--- config.mk ---
export PLATFORM = sky130hd
export DESIGN_NAME = autoneg_next_page_rx_and_gig_control
export DESIGN_NICKNAME = d
export VERILOG_FILES = /design/src/np_gig_pkg.sv /design/src/autoneg_next_page_rx_and_gig_control.sv
export SDC_FILE = /design/constraint.sdc
export NUM_CORES = 1
export LEC_CHECK = 0
export BUFFER_PORTS_ARGS = -buffer_cell sky130_fd_sc_hd__buf_2
export CAP_MARGIN = 20
export CORE_ASPECT_RATIO = 1.1
export CORE_MARGIN = 3
export CORE_UTILIZATION = 39
export CTS_CLUSTER_DIAMETER = 30
export DETAILED_ROUTE_END_ITERATION = 12
export GPL_TIMING_DRIVEN = 1
export PLACE_DENSITY = 0.75
export SLEW_MARGIN = 20
export SYNTH_ARGS = -nofsm -noshare
export SYNTH_HDL_FRONTEND = slang
export SYNTH_SLANG_ARGS = --single-unit
--- constraint.sdc ---
create_clock -name mclk -period 1.8 [get_ports mclk]
set_clock_uncertainty 0.15 [all_clocks]
set_input_delay 0.18 -clock mclk [delete_from_list [all_inputs] [get_ports mclk]]
set_output_delay 0.18 -clock mclk [all_outputs]
set_load 0.01 [all_outputs]
--- src/np_gig_pkg.sv ---
// package: offsets, field positions, reset values and modes of the page/gigabit registers
package np_gig_pkg;
	// ****************************************
	// register map (byte addresses, index*4)
	// ****************************************
	localparam logic [7:0] IDX_RX_PAGE = 8'h08; // received next page index
	localparam logic [7:0] IDX_GIG_CTRL = 8'h09; // gigabit control index
	localparam logic [9:0] ADR_RX_PAGE = {IDX_RX_PAGE, 2'b00}; // byte address of received page
	localparam logic [9:0] ADR_GIG_CTRL = {IDX_GIG_CTRL, 2'b00}; // byte address of gig control
	// ****************************************
	// received next page fields
	// ****************************************
	localparam int BIT_MORE_PAGES = 15; // more pages flag
	localparam int BIT_ACK = 14; // acknowledge
	localparam int BIT_MSG_PAGE = 13; // message page flag
	localparam int BIT_COMPLY = 12; // comply with message flag
	localparam int BIT_TOGGLE = 11; // received toggle flag
	localparam int CODE_MSB = 10; // code field top bit
	localparam logic [15:0] RX_PAGE_RESET = 16'h0000; // all fields clear after reset
	// ****************************************
	// gigabit control fields
	// ****************************************
	localparam int TEST_LSB = 13; // test mode select low bit
	localparam int BIT_MANUAL_EN = 12; // manual master/slave enable
	localparam int BIT_MANUAL_VAL = 11; // manual role value
	localparam int BIT_REPEATER = 10; // repeater/switch advertisement
	localparam logic [15:0] GIG_WRITE_MASK = 16'hFC00; // writable bits, low bits read zero
	typedef enum logic [2:0] {
		TM_NORMAL = 3'b000,
		TM_ONE = 3'b001,
		TM_TWO = 3'b010,
		TM_THREE = 3'b011,
		TM_FOUR = 3'b100
	} test_mode_e;
	typedef enum logic [1:0] {
		ROLE_AUTO = 2'b00,
		ROLE_SLAVE = 2'b01,
		ROLE_MASTER = 2'b10
	} role_e;
endpackage : np_gig_pkg

--- src/autoneg_next_page_rx_and_gig_control.sv ---
// received next page and gigabit control register bank on classic wishbone
//
// Our own choice: the Wishbone slave port.
`timescale 1ns/1ps
// Function
// - capture partner next page into register 0x08
// - toggle flag inverts prior exchanged toggle
// - code field bits 10:0, read only
// - code field reads zero after reset
// - test mode field selects normal or 1..4
// - bit 12 selects manual role configuration
// - bit 11 forces master/slave when manual
// - bit 10 advertisement, reset from strap when autoneg enabled, else zero
// - report flags at bits 15..12, reset zero
module autoneg_next_page_rx_and_gig_control (
	input wire logic mclk, // 100 MHz clock
	input wire logic rst, // async reset, active high
	input wire logic wbCyc, // wishbone cycle
	input wire logic wbStb, // wishbone strobe
	input wire logic wbWe, // write enable
	input wire logic [3:0] wbSel, // byte selects
	input wire logic [9:0] wbAdr, // byte address
	input wire logic [31:0] wbDatI, // write data
	output logic [31:0] wbDatO, // read data, registered
	output logic wbAck, // acknowledge
	output logic wbErr, // error for unmapped address
	input wire logic pageValid, // one-cycle pulse: partner page word received
	input wire logic [15:0] pageWord, // received link code word
	input wire logic autonegEnable, // auto-negotiation enabled, sampled at reset release
	input wire logic repeaterStrap, // device type strap, sampled at reset release
	output logic [2:0] testMode, // selected test mode
	output logic [1:0] roleSelect, // role: auto, slave or master
	output logic repeaterAdvert // advertise repeater/switch
);
	// ****************************************
	// state
	// ****************************************
	logic [15:0] rxPage; // captured partner page
	logic [15:0] next_rxPage; // next captured page
	logic [15:0] gigCtrl; // gigabit control bits 15:10
	logic [15:0] next_gigCtrl; // next control value
	logic strapDone; // strap already sampled since reset
	logic next_strapDone; // next strap flag
	logic [31:0] next_wbDatO; // next read data
	logic next_wbAck; // next ack
	logic next_wbErr; // next error
	logic busReq; // request pending, not yet answered
	logic hitPage; // address hits received page
	logic hitCtrl; // address hits control
	logic [15:0] laneMask; // byte enable mask for low half

	// ****************************************
	// bus decode
	// ****************************************
	// low half byte enables to a 16-bit mask
	function automatic logic [15:0] sel_mask(input logic [3:0] sel);
		sel_mask = {{8{sel[1]}}, {8{sel[0]}}};
	endfunction : sel_mask

	// held off until the strap is in, so a write is never acked and then lost
	assign busReq = wbCyc && wbStb && !wbAck && !wbErr && strapDone;
	assign hitPage = (wbAdr == np_gig_pkg::ADR_RX_PAGE);
	assign hitCtrl = (wbAdr == np_gig_pkg::ADR_GIG_CTRL);
	assign laneMask = sel_mask(wbSel);

	// ****************************************
	// received page capture
	// ****************************************
	// capture partner word; toggle stored inverted, bus writes never touch it
	always_comb begin
		next_rxPage = rxPage;
		if (pageValid) begin
			next_rxPage = pageWord;
			next_rxPage[np_gig_pkg::BIT_TOGGLE] = ~pageWord[np_gig_pkg::BIT_TOGGLE];
		end
	end

	always_ff @(posedge mclk or posedge rst) begin
		if (rst) begin
			rxPage <= np_gig_pkg::RX_PAGE_RESET;
		end else begin
			rxPage <= next_rxPage;
		end
	end

	// ****************************************
	// gigabit control register
	// ****************************************
	// strap taken in the first cycle after release, then bus writes
	always_comb begin
		next_gigCtrl = gigCtrl;
		next_strapDone = 1'b1;
		if (!strapDone) begin
			next_gigCtrl[np_gig_pkg::BIT_REPEATER] = autonegEnable && repeaterStrap;
		end else if (busReq && wbWe && hitCtrl) begin
			next_gigCtrl = ((gigCtrl & ~laneMask) | (wbDatI[15:0] & laneMask))
				& np_gig_pkg::GIG_WRITE_MASK;
		end
	end

	always_ff @(posedge mclk or posedge rst) begin
		if (rst) begin
			gigCtrl <= 16'h0000;
			strapDone <= 1'b0;
		end else begin
			gigCtrl <= next_gigCtrl;
			strapDone <= next_strapDone;
		end
	end

	// ****************************************
	// control outputs
	// ****************************************
	assign testMode = gigCtrl[np_gig_pkg::TEST_LSB +: 3];
	assign repeaterAdvert = gigCtrl[np_gig_pkg::BIT_REPEATER];
	// role only forced while manual enable set
	always_comb begin
		if (!gigCtrl[np_gig_pkg::BIT_MANUAL_EN]) begin
			roleSelect = np_gig_pkg::ROLE_AUTO;
		end else if (gigCtrl[np_gig_pkg::BIT_MANUAL_VAL]) begin
			roleSelect = np_gig_pkg::ROLE_MASTER;
		end else begin
			roleSelect = np_gig_pkg::ROLE_SLAVE;
		end
	end

	// ****************************************
	// bus answer
	// ****************************************
	// one-cycle answer; writes to the page register acked and dropped
	always_comb begin
		next_wbAck = 1'b0;
		next_wbErr = 1'b0;
		next_wbDatO = wbDatO;
		if (busReq) begin
			if (hitPage) begin
				next_wbAck = 1'b1;
				if (!wbWe) begin
					next_wbDatO = {16'h0000, rxPage};
				end
			end else if (hitCtrl) begin
				next_wbAck = 1'b1;
				if (!wbWe) begin
					next_wbDatO = {16'h0000, gigCtrl};
				end
			end else begin
				next_wbErr = 1'b1; // unmapped
			end
		end
	end

	always_ff @(posedge mclk or posedge rst) begin
		if (rst) begin
			wbAck <= 1'b0;
			wbErr <= 1'b0;
			wbDatO <= 32'h00000000;
		end else begin
			wbAck <= next_wbAck;
			wbErr <= next_wbErr;
			wbDatO <= next_wbDatO;
		end
	end

	// ****************************************
	// assertions
	// ****************************************
	// checks stay off while reset is high, except those on reset values

	property p_capture;
		@(posedge mclk) disable iff (rst)
		pageValid |=> (rxPage[15:12] == $past(pageWord[15:12]))
			&& (rxPage[np_gig_pkg::CODE_MSB:0] == $past(pageWord[10:0]));
	endproperty
	a_capture: assert property (p_capture) else $error("page not captured");

	property p_toggle;
		@(posedge mclk) disable iff (rst)
		pageValid |=> rxPage[np_gig_pkg::BIT_TOGGLE] != $past(pageWord[np_gig_pkg::BIT_TOGGLE]);
	endproperty
	a_toggle: assert property (p_toggle) else $error("toggle not inverted");

	property p_hold;
		@(posedge mclk) disable iff (rst)
		!pageValid |=> $stable(rxPage);
	endproperty
	a_hold: assert property (p_hold) else $error("page changed without capture");

	property p_reset_zero;
		@(posedge mclk)
		$fell(rst) |-> rxPage == 16'h0000;
	endproperty
	a_reset_zero: assert property (p_reset_zero) else $error("page not zero after reset");

	property p_testmode;
		@(posedge mclk) disable iff (rst)
		(busReq && wbWe && hitCtrl && strapDone && wbSel[1]) |=>
			testMode == $past(wbDatI[15:13]);
	endproperty
	a_testmode: assert property (p_testmode) else $error("test mode not written");

	property p_auto;
		@(posedge mclk) disable iff (rst)
		!gigCtrl[np_gig_pkg::BIT_MANUAL_EN] |-> roleSelect == np_gig_pkg::ROLE_AUTO;
	endproperty
	a_auto: assert property (p_auto) else $error("role forced while automatic");

	property p_manual;
		@(posedge mclk) disable iff (rst)
		gigCtrl[np_gig_pkg::BIT_MANUAL_EN] |->
			roleSelect == (gigCtrl[np_gig_pkg::BIT_MANUAL_VAL] ? 2'h2 : 2'h1);
	endproperty
	a_manual: assert property (p_manual) else $error("manual role wrong");

	property p_strap;
		@(posedge mclk) disable iff (rst)
		!strapDone |=> repeaterAdvert == ($past(autonegEnable) && $past(repeaterStrap));
	endproperty
	a_strap: assert property (p_strap) else $error("strap not taken");

	property p_ro_write;
		@(posedge mclk) disable iff (rst)
		(busReq && wbWe && hitPage && !pageValid) |=> $stable(rxPage) && wbAck;
	endproperty
	a_ro_write: assert property (p_ro_write) else $error("page register written");

	property p_flags;
		@(posedge mclk) disable iff (rst)
		(busReq && !wbWe && hitPage) |=> wbDatO[15:12] == $past(rxPage[15:12]);
	endproperty
	a_flags: assert property (p_flags) else $error("flags misread");

	// answer to a mapped request comes at the very next edge
	property p_ack_next;
		@(posedge mclk) disable iff (rst)
		(busReq && (hitPage || hitCtrl)) |=> wbAck && !wbErr;
	endproperty
	a_ack_next: assert property (p_ack_next) else $error("mapped request not acked");

	// ack is a single-cycle pulse
	property p_ack_pulse;
		@(posedge mclk) disable iff (rst)
		wbAck |=> !wbAck;
	endproperty
	a_ack_pulse: assert property (p_ack_pulse) else $error("ack stuck high");

	// unmapped request answered by error alone
	property p_err_unmapped;
		@(posedge mclk) disable iff (rst)
		(busReq && !hitPage && !hitCtrl) |=> wbErr && !wbAck;
	endproperty
	a_err_unmapped: assert property (p_err_unmapped) else $error("unmapped not refused");

	// no answer while the strap load is pending
	property p_strap_wait;
		@(posedge mclk) disable iff (rst)
		!strapDone |=> !wbAck && !wbErr;
	endproperty
	a_strap_wait: assert property (p_strap_wait) else $error("answer before strap load");

	// reset leaves normal test mode and automatic role
	property p_reset_ctrl;
		@(posedge mclk)
		$fell(rst) |-> (testMode == np_gig_pkg::TM_NORMAL)
			&& (roleSelect == np_gig_pkg::ROLE_AUTO);
	endproperty
	a_reset_ctrl: assert property (p_reset_ctrl) else $error("control not normal");

	// control holds unless written or strap loading
	property p_ctrl_hold;
		@(posedge mclk) disable iff (rst)
		(strapDone && !(busReq && wbWe && hitCtrl)) |=> $stable(gigCtrl);
	endproperty
	a_ctrl_hold: assert property (p_ctrl_hold) else $error("control changed unasked");

	// manual enable and value follow the high lane
	property p_role_write;
		@(posedge mclk) disable iff (rst)
		(busReq && wbWe && hitCtrl && wbSel[1]) |=>
			gigCtrl[12:11] == $past(wbDatI[12:11]);
	endproperty
	a_role_write: assert property (p_role_write) else $error("role bits not written");

	// advertisement bit follows the high lane
	property p_repeater_write;
		@(posedge mclk) disable iff (rst)
		(busReq && wbWe && hitCtrl && wbSel[1]) |=> repeaterAdvert == $past(wbDatI[10]);
	endproperty
	a_repeater_write: assert property (p_repeater_write) else $error("advert not written");

	// control read shows bits 15:10, zeros below
	property p_ctrl_read;
		@(posedge mclk) disable iff (rst)
		(busReq && !wbWe && hitCtrl) |=> wbDatO[15:0] == {$past(gigCtrl[15:10]), 10'h000};
	endproperty
	a_ctrl_read: assert property (p_ctrl_read) else $error("control misread");

	// code field read back unaltered
	property p_code_read;
		@(posedge mclk) disable iff (rst)
		(busReq && !wbWe && hitPage) |=> wbDatO[10:0] == $past(rxPage[10:0]);
	endproperty
	a_code_read: assert property (p_code_read) else $error("code field misread");

	// upper half of read data always zero
	property p_upper_zero;
		@(posedge mclk) disable iff (rst)
		wbAck |-> wbDatO[31:16] == 16'h0000;
	endproperty
	a_upper_zero: assert property (p_upper_zero) else $error("upper read data not zero");
endmodule : autoneg_next_page_rx_and_gig_control

Word level (Yosys, flattened, before mapping)
Index checks and enable logic that the tools add are counted.
Widths: inputs -> output; s select.
{"block": "word_totals", "ff_bits": 57, "in_bits": 70}
{"block": "op_classes", "n_eq_ne": 5, "muxes": 14, "bitwise_logic": 5, "reduce_logical": 12}
{"operator": "$mux 32", "n": 4}
{"operator": "$and 16x16->16", "n": 2}
{"operator": "$eq 10x6->1 const B", "n": 2}
{"operator": "$not 16->16", "n": 1}
{"operator": "$or 16x16->16", "n": 1}
{"operator": "$mux 11", "n": 1}
{"operator": "$logic_and 1x1->1", "n": 7}
{"operator": "$mux 1", "n": 7}
{"operator": "$mux 2", "n": 2}
{"operator": "$ne 2x2->1 const B", "n": 2}
{"operator": "$reduce_and 4->1", "n": 1}
{"operator": "$logic_not 1->1", "n": 2}
{"operator": "$ne 2x1->1 const B", "n": 1}
{"operator": "$reduce_and 2->1", "n": 1}
{"operator": "$reduce_bool 2->1", "n": 1}
{"operator": "$not 1->1", "n": 1}

Longest topological paths before layout
Gate-level depths: netlist (run 1).
{"block": "logic_depth", "word_depth": 8, "mapped_depth": 6}

Least setup slack after synthesis (run 1)
No wires, ideal clock.
{"block": "synth_timing", "path_type": "in2reg", "startpoint": "in wbAdr[6]", "endpoint": "reg wbDatO[10]", "setup_ns": 0.137, "arrival_ns": 1.707, "slack_ns": -0.194, "stages": 4, "path_buffers": 0, "cell_sequence": "or4_4 > or4_4 > a2111oi_1 > a21oi_1"}
{"block": "synth_via", "elab_chain_len": 3, "word_cells_on_any_way": 7, "cone_classes": "eq/ne (4); mux (1); reduce/logical (2)"}
{"item": "start: declaration", "line": "autoneg_next_page_rx_and_gig_control.sv:22", "rtl": "input wire logic [9:0] wbAdr,"}
{"item": "$eq 10x6->1, on equally long branches", "line": "autoneg_next_page_rx_and_gig_control.sv:63, autoneg_next_page_rx_and_gig_control.sv:62"}
{"item": "$ne 2x2->1 (no line) / $reduce_bool 2->1 (equally long branches)"}
{"item": "$reduce_and 4->1 (no line)"}
{"item": "end signal: assignment", "line": "autoneg_next_page_rx_and_gig_control.sv:160", "rtl": "wbDatO <= next_wbDatO;"}
{"item": "end: declaration", "line": "autoneg_next_page_rx_and_gig_control.sv:24", "rtl": "output logic [31:0] wbDatO,"}
Several ways; a longest one is shown, not always the timed one.
A chain may end at the register's enable or synchronous reset.

==> results.json, run 1 <==
{
  "place_area_sq_um": 2360,
  "run_status": "finished, final reports clean",
  "cts.sinks": 41,
  "synth.yosys.seq_area_share_pct": 54.2,
  "synth_warnings": 0,
  "fp-row-count": 25,
  "drcViolationCount": 0,
  "ir_worst_vdd_uv": 507,
  "synth_top_area_share_pct": 54.2,
  "finalNetCount": 334,
  "slew_viol_final": 0,
  "switching_share_pct": 22.9,
  "setup_viol": 0,
  "grt_usage_pct": 15.5,
  "port_buffers": 64,
  "crit_path_top_delay_cell": "dfrtp_1",
  "crit_chain": "nor4_1 -> nand4_1 -> buf_4 -> nor2_4 -> mux2_2",
  "p_leak_uw": 0.00128,
  "multiInputGateArea_sq_um": 831,
  "worstPathMaxFanout": 5,
  "maxSlewHeadroom_pct": 65.0,
  "slowest_delay_ns": 0.41,
  "p_switching_uw": 443,
  "synth_top_area_cell": "dfrtp_1",
  "wl_mm": 4.30,
  "syn_inst": 170,
  "vias_per_cell": 4.79,
  "arrival_ns": 1.76,
  "clk_latency_ns": 0.29,
  "setup_tns_ns": 0,
  "die-area_sq_um": 5720,
  "end_kind": "flip-flop",
  "grt_pass1_vias": 1469,
  "cts_buffer_depth": 2,
  "post_route_cells_drive_above_1_share_pct": 44.2,
  "die_width_um": 72.4,
  "antenna_found_initial": 0,
  "routedWlPerCell_um": 13.5,
  "clock-root-buffer": "clkbuf_8",
  "synth_cell_types": 27,
  "hold_viol": 0,
  "grt_max_degree": 42,
  "fmax_ghz": 0.578,
  "required_ns": 1.83,
  "p_per_area_nw_per_um2": 716,
  "vias": 1529,
  "maxCapViolCount": 0,
  "die-height_um": 79.0,
  "hold_class": "in -> reg",
  "p_seq_share_pct": 50.8,
  "dp_hpwl_mm": 3.13,
  "post-route-period-util_pct": 96.1,
  "antenna_left": 0,
  "grt.overflow.total": 0,
  "synthesis.area_sq_um": 1890,
  "internal_power_uw": 1500,
  "start_util_pct": 42.3,
  "critPathBufInv": 1,
  "finalWeightedCongestion": 0.770,
  "period_needed_ns": 1.73,
  "area_growth_pct": 43.1,
  "syn_avg_cell_area_sq_um": 11.1,
  "p_clk_share_pct": 37.8,
  "drtIter0Drc": 34,
  "pwr-share-comb_pct": 11.4,
  "worstSetupPathType": "reg -> reg",
  "synth_seq_cells": 41,
  "grt_pass1_wl_mm": 6.87,
  "path_clk_slew_ns": 0.08,
  "numCtsBuffers": 5,
  "cts_tree": "done",
  "n_antenna_cell": 0,
  "worst_pin_slew_ns": 0.525,
  "final_area_sq_um": 2710,
  "first_pass_iters": 4,
  "seqCellArea_sq_um": 1030,
  "start_kind": "flip-flop",
  "netlist_top_cells_area": "dfrtp_1, mux2_2, buf_4",
  "fillers": 376,
  "htreeDepth": 2,
  "io_pins": 110,
  "grt_setup_unrepaired": "false",
  "crit_family": "simple AND/OR/NAND/NOR gates",
  "core_area_sq_um": 4470
}
[logic make-up after synthesis]
kind of cell           synth area share [%]
buffers and inverters                  10.9
other                                 0.397
DFF                                    54.2
muxes                                  11.9
AOI/OAI and AO/OA                      11.5
and+or+nand+nor                        11.0
[power groups by stage]
| stage | Clock, uW | Combinational, uW | Sequential, uW |
|---|---|---|---|
| floorplan | 0 | 139 | 997 |
| global placement | 0 | 182 | 1000 |
| detailed placement | 0 | 185 | 1000 |
| CTS | 765 | 222 | 984 |
| global route | 793 | 245 | 989 |
| finish | 733 | 220 | 985 |
[worst paths after layout]
path                                from          to  slack [ns]  cells after the start
setup / recovery                   wbAck   flip-flop        0.07                      5
hold / removal             repeaterStrap   flip-flop        0.02                      3
setup reg to reg                   wbAck   flip-flop        0.07                      5
hold reg to reg                    wbErr       wbErr        0.32                      1
max in group asynchronous            rst  rxPage[14]        0.74                      4
min in group asynchronous            rst   wbDatO[4]        0.39                      4
[area by class of cell]
class                      count  area share [%]
clock buffer                   5            2.54
clock inverter                 3            1.71
inverter                       8            1.11
multi-input combinational    109            30.7
sequential                    41            37.9
tap                           54            2.50
timing repair buffer          99            23.6
[metal layers]
metal	part of all wire, %	track usage, %	vias to the layer above
met5	0	0	-
met4	1.6	6.27	0
met3	6.2	4.05	6
met2	52	26.6	55
met1	40	18.2	722
li1	-	-	746
[per-stage QoR]
step / hold WS, ns / util, % / cells / worst slack [ns] / total power, uW
floorplan: 0.119 / - / 185 / -0.0880 / 1140
global placement: 0.176 / 52.9 / 288 / -0.215 / 1180
detailed placement: 0.177 / 52.9 / 288 / -0.241 / 1190
CTS: 0.0192 / 60.5 / 319 / 0.0578 / 1970
global route: 0.0526 / 60.5 / 319 / 0.00784 / 2030
finish: 0.0219 / 60.5 / 319 / 0.0703 / 1940
[cells in the mapped netlist]
| cell type | count |
|---|---|
| a2111oi_1 | 6 |
| a21oi_1 | 9 |
| and2_1 | 1 |
| and3_1 | 1 |
| buf_1 | 1 |
| buf_4 | 20 |
| clkbuf_1 | 6 |
| conb_1 | 2 |
| dfrtp_1 | 41 |
| inv_1 | 8 |
| mux2_2 | 20 |
| nand2_1 | 10 |
| nand2b_1 | 1 |
| nand3_1 | 1 |
| nand4_1 | 2 |
| nor2_1 | 2 |
| nor2b_1 | 7 |
| nor3_1 | 1 |
| nor3b_1 | 1 |
| nor4_1 | 2 |
| nor4_2 | 1 |
| nor4b_1 | 1 |
| o21a_1 | 1 |
| o21ai_0 | 21 |
| or2_2 | 1 |
| or3b_2 | 1 |
| or4_4 | 2 |
[cells in the final DEF, fill, tap and decap left out, types with 2 or more instances in the layout]
master / synthesis / routed
a2111oi_4: 0 / 6
a21oi_1: 9 / 9
buf_2: 0 / 64
buf_4: 20 / 13
clkbuf_8: 0 / 5
conb_1: 2 / 17
dfrtp_1: 41 / 41
dlygate4sd3_1: 0 / 22
inv_1: 8 / 7
mux2_2: 20 / 20
nand2_1: 10 / 10
nand4_1: 2 / 2
nor2b_1: 7 / 7
nor4_1: 2 / 2
o21ai_0: 21 / 20
or4_4: 2 / 2
[timing repair]
action / CTS / global route
hold buffers: 22 / 0
pin swaps: 1 / 0
setup endpoints to repair: 6 / 1
hold endpoints to repair: 62 / 0
setup buffers: 1 / 0
gates resized for setup: 0 / 1
[worst register-to-register path: cells and delay by family, from the launching register on]
kind / cells / cell delay, ns
flip-flops: 1 / 0.41
buffers and inverters: 1 / 0.17
multiplexers: 1 / 0.35
AND/OR/NAND/NOR: 3 / 0.53
No activity file was read; power rests on OpenSTA's default activity.
==> inputs of run 2 (changes only) <==
--- a/config.mk
+++ b/config.mk
@@ -7,7 +7,7 @@
 export LEC_CHECK = 0
 export BUFFER_PORTS_ARGS = -buffer_cell sky130_fd_sc_hd__buf_2
 export CAP_MARGIN = 20
-export CORE_ASPECT_RATIO = 1.1
+export CORE_ASPECT_RATIO = 0.6
 export CORE_MARGIN = 3
 export CORE_UTILIZATION = 39
 export CTS_CLUSTER_DIAMETER = 30
==> results.json, run 2 (synthesis results as in run 1) <==
{
  "final_cell_mix": "buf_2, dfrtp_1, dlygate4sd3_1",
  "internal_power_uw": 1500,
  "arrival_ns": 1.77,
  "cp-startpoint": "wbAdr[6]",
  "r2r-start": "wbErr",
  "p_per_area_nw_per_um2": 713,
  "worstSetupPathType": "in -> reg",
  "ff2ff_setup_slack_ns": 0.08,
  "vias": 1514,
  "slew_viol_final": 0,
  "drcViolationCount": 0,
  "post_route_cells_drive_above_1_share_pct": 44.0,
  "p_seq_share_pct": 50.4,
  "antenna_found_initial": 0,
  "routedWlPerCell_um": 13.8,
  "core_area_sq_um": 4370,
  "ff2ff_path_depth": 5,
  "grt_max_degree": 21,
  "wl_mm": 4.51,
  "post-route-period-util_pct": 97.5,
  "fmax_ghz": 0.570,
  "dp_hpwl_mm": 3.40,
  "slowest_delay_ns": 0.55,
  "place_area_sq_um": 2400,
  "hold_viol": 0,
  "placed_cells": 296,
  "die_width_um": 95.9,
  "start_util_pct": 43.3,
  "grt_pass1_wl_mm": 7.49,
  "io_pins": 110,
  "grt.overflow.total": 0,
  "maxCapViolCount": 0,
  "antenna_left": 0,
  "cts.sinks": 41,
  "crit_path_top_delay_cell": "or4_4",
  "area_growth_pct": 44.6,
  "setup_viol": 0,
  "clk_latency_ns": 0.29,
  "final_area_sq_um": 2740,
  "hold_class": "in -> reg",
  "period_needed_ns": 1.76,
  "switching_share_pct": 23.0,
  "cts_tree": "done",
  "die-area_sq_um": 5750,
  "hp-start": "repeaterStrap",
  "hold_slack_ns": 0.0408,
  "end_kind": "flip-flop",
  "numCtsBuffers": 5,
  "p_clk_share_pct": 37.8,
  "fp-row-count": 18,
  "n_antenna_cell": 0,
  "die-height_um": 60.0,
  "postCtsSetupBuffers": 0,
  "utilization_pct": 62.6,
  "final_common_cell": "buf_2",
  "crit_chain": "buf_2 -> or4_4 -> or4_4 -> a2111oi_4 -> a21oi_1",
  "ir_worst_vdd_uv": 496,
  "fillers": 361,
  "finalWeightedCongestion": 0.782,
  "crit_top_cell": "or4_4",
  "start_kind": "input port",
  "power.total_uw": 1950,
  "grt_pass1_vias": 1659,
  "path_clk_slew_ns": 0.08,
  "hold_path_depth": 3,
  "finalNetCount": 335,
  "p_switching_uw": 448,
  "run_status": "finished, final reports clean",
  "first_pass_iters": 4,
  "clock-root-buffer": "clkbuf_8",
  "grt_usage_pct": 17.4,
  "vias_per_cell": 4.64,
  "pwr-share-comb_pct": 11.8,
  "grt_setup_unrepaired": "true",
  "p_leak_uw": 0.00129,
  "htreeDepth": 2,
  "drtIter0Drc": 76,
  "finalNonFillerCells": 326,
  "worstPathMaxFanout": 6,
  "port_buffers": 64,
  "cts_buffer_depth": 2,
  "required_ns": 1.82
}
==> run 2: cell count changes in the layout (fill, tap and decap cells not counted) <==
cell        change
o21ai_1         +6
buf_6           +1
clkinvlp_4      -1
clkbuf_1        +1
o21ai_0         -6
buf_12          +1
buf_4           -1
==> run 2: how the worst max path moves through the flow <==
stage	to	cells after the start	slack (ns)
detailed placement	wbDatO[12]	5	-0.26
CTS	flip-flop	5	0.01
floorplan	wbDatO[13]	4	-0.09
global route	wbDatO[3]	7	-0.002
global placement	wbDatO[15]	5	-0.22
finish	wbDatO[15]	5	0.04
==> run 2: power by group through the flow <==
stage                     clock network (uW)  logic [uW]  registers, uW
after floorplan                            0         139            997
after global placement                     0         190           1000
after detailed placement                   0         194           1000
after CTS                                758         229            983
after global routing                     799         254            989
final                                    736         230            984
==> run 2: cell type report <==
type / instances / area, sq um / share of cell area, %
multi-input combinational: 109 / 831 / 30.4
sequential: 41 / 1030 / 37.5
clock inverter: 2 / 38.8 / 1.42
timing repair buffer: 100 / 662 / 24.2
tap: 60 / 75.1 / 2.74
inverter: 8 / 30.0 / 1.10
clock buffer: 6 / 72.6 / 2.65
==> run 2: timing repair <==
action,in CTS,in global routing
endpoints found under the setup margin,0,22
hold buffers,21,1
endpoints found under the hold margin,50,1
gates resized for setup,0,8
==> run 2: worst max-delay path, delay by kind of cell <==
family	cells	cell delay, ns
and+or+nand+nor	2	1.08
AOI/OAI and AO/OA	2	0.41
buffers and inverters	1	0.10
==> run 2: per-stage QoR <==
stage          setup WS (ns)   TNS, ns
2_1_floorplan        -0.0880    -0.528
3_3_place_gp          -0.217     -1.55
3_5_place_dp          -0.260     -2.39
4_1_cts               0.0121         0
5_1_grt             -0.00228  -0.00563
6_report              0.0447         0
==> run 2: metal layers <==
| layer | share of wire (%) | vias up | track usage [%] |
|---|---|---|---|
| met4 | 0.42 | 0 | 4.86 |
| li1 | - | 745 | - |
| met3 | 7.5 | 3 | 5.41 |
| met1 | 46 | 708 | 22.3 |
| met5 | 0 | - | 0 |
| met2 | 47 | 58 | 28.6 |
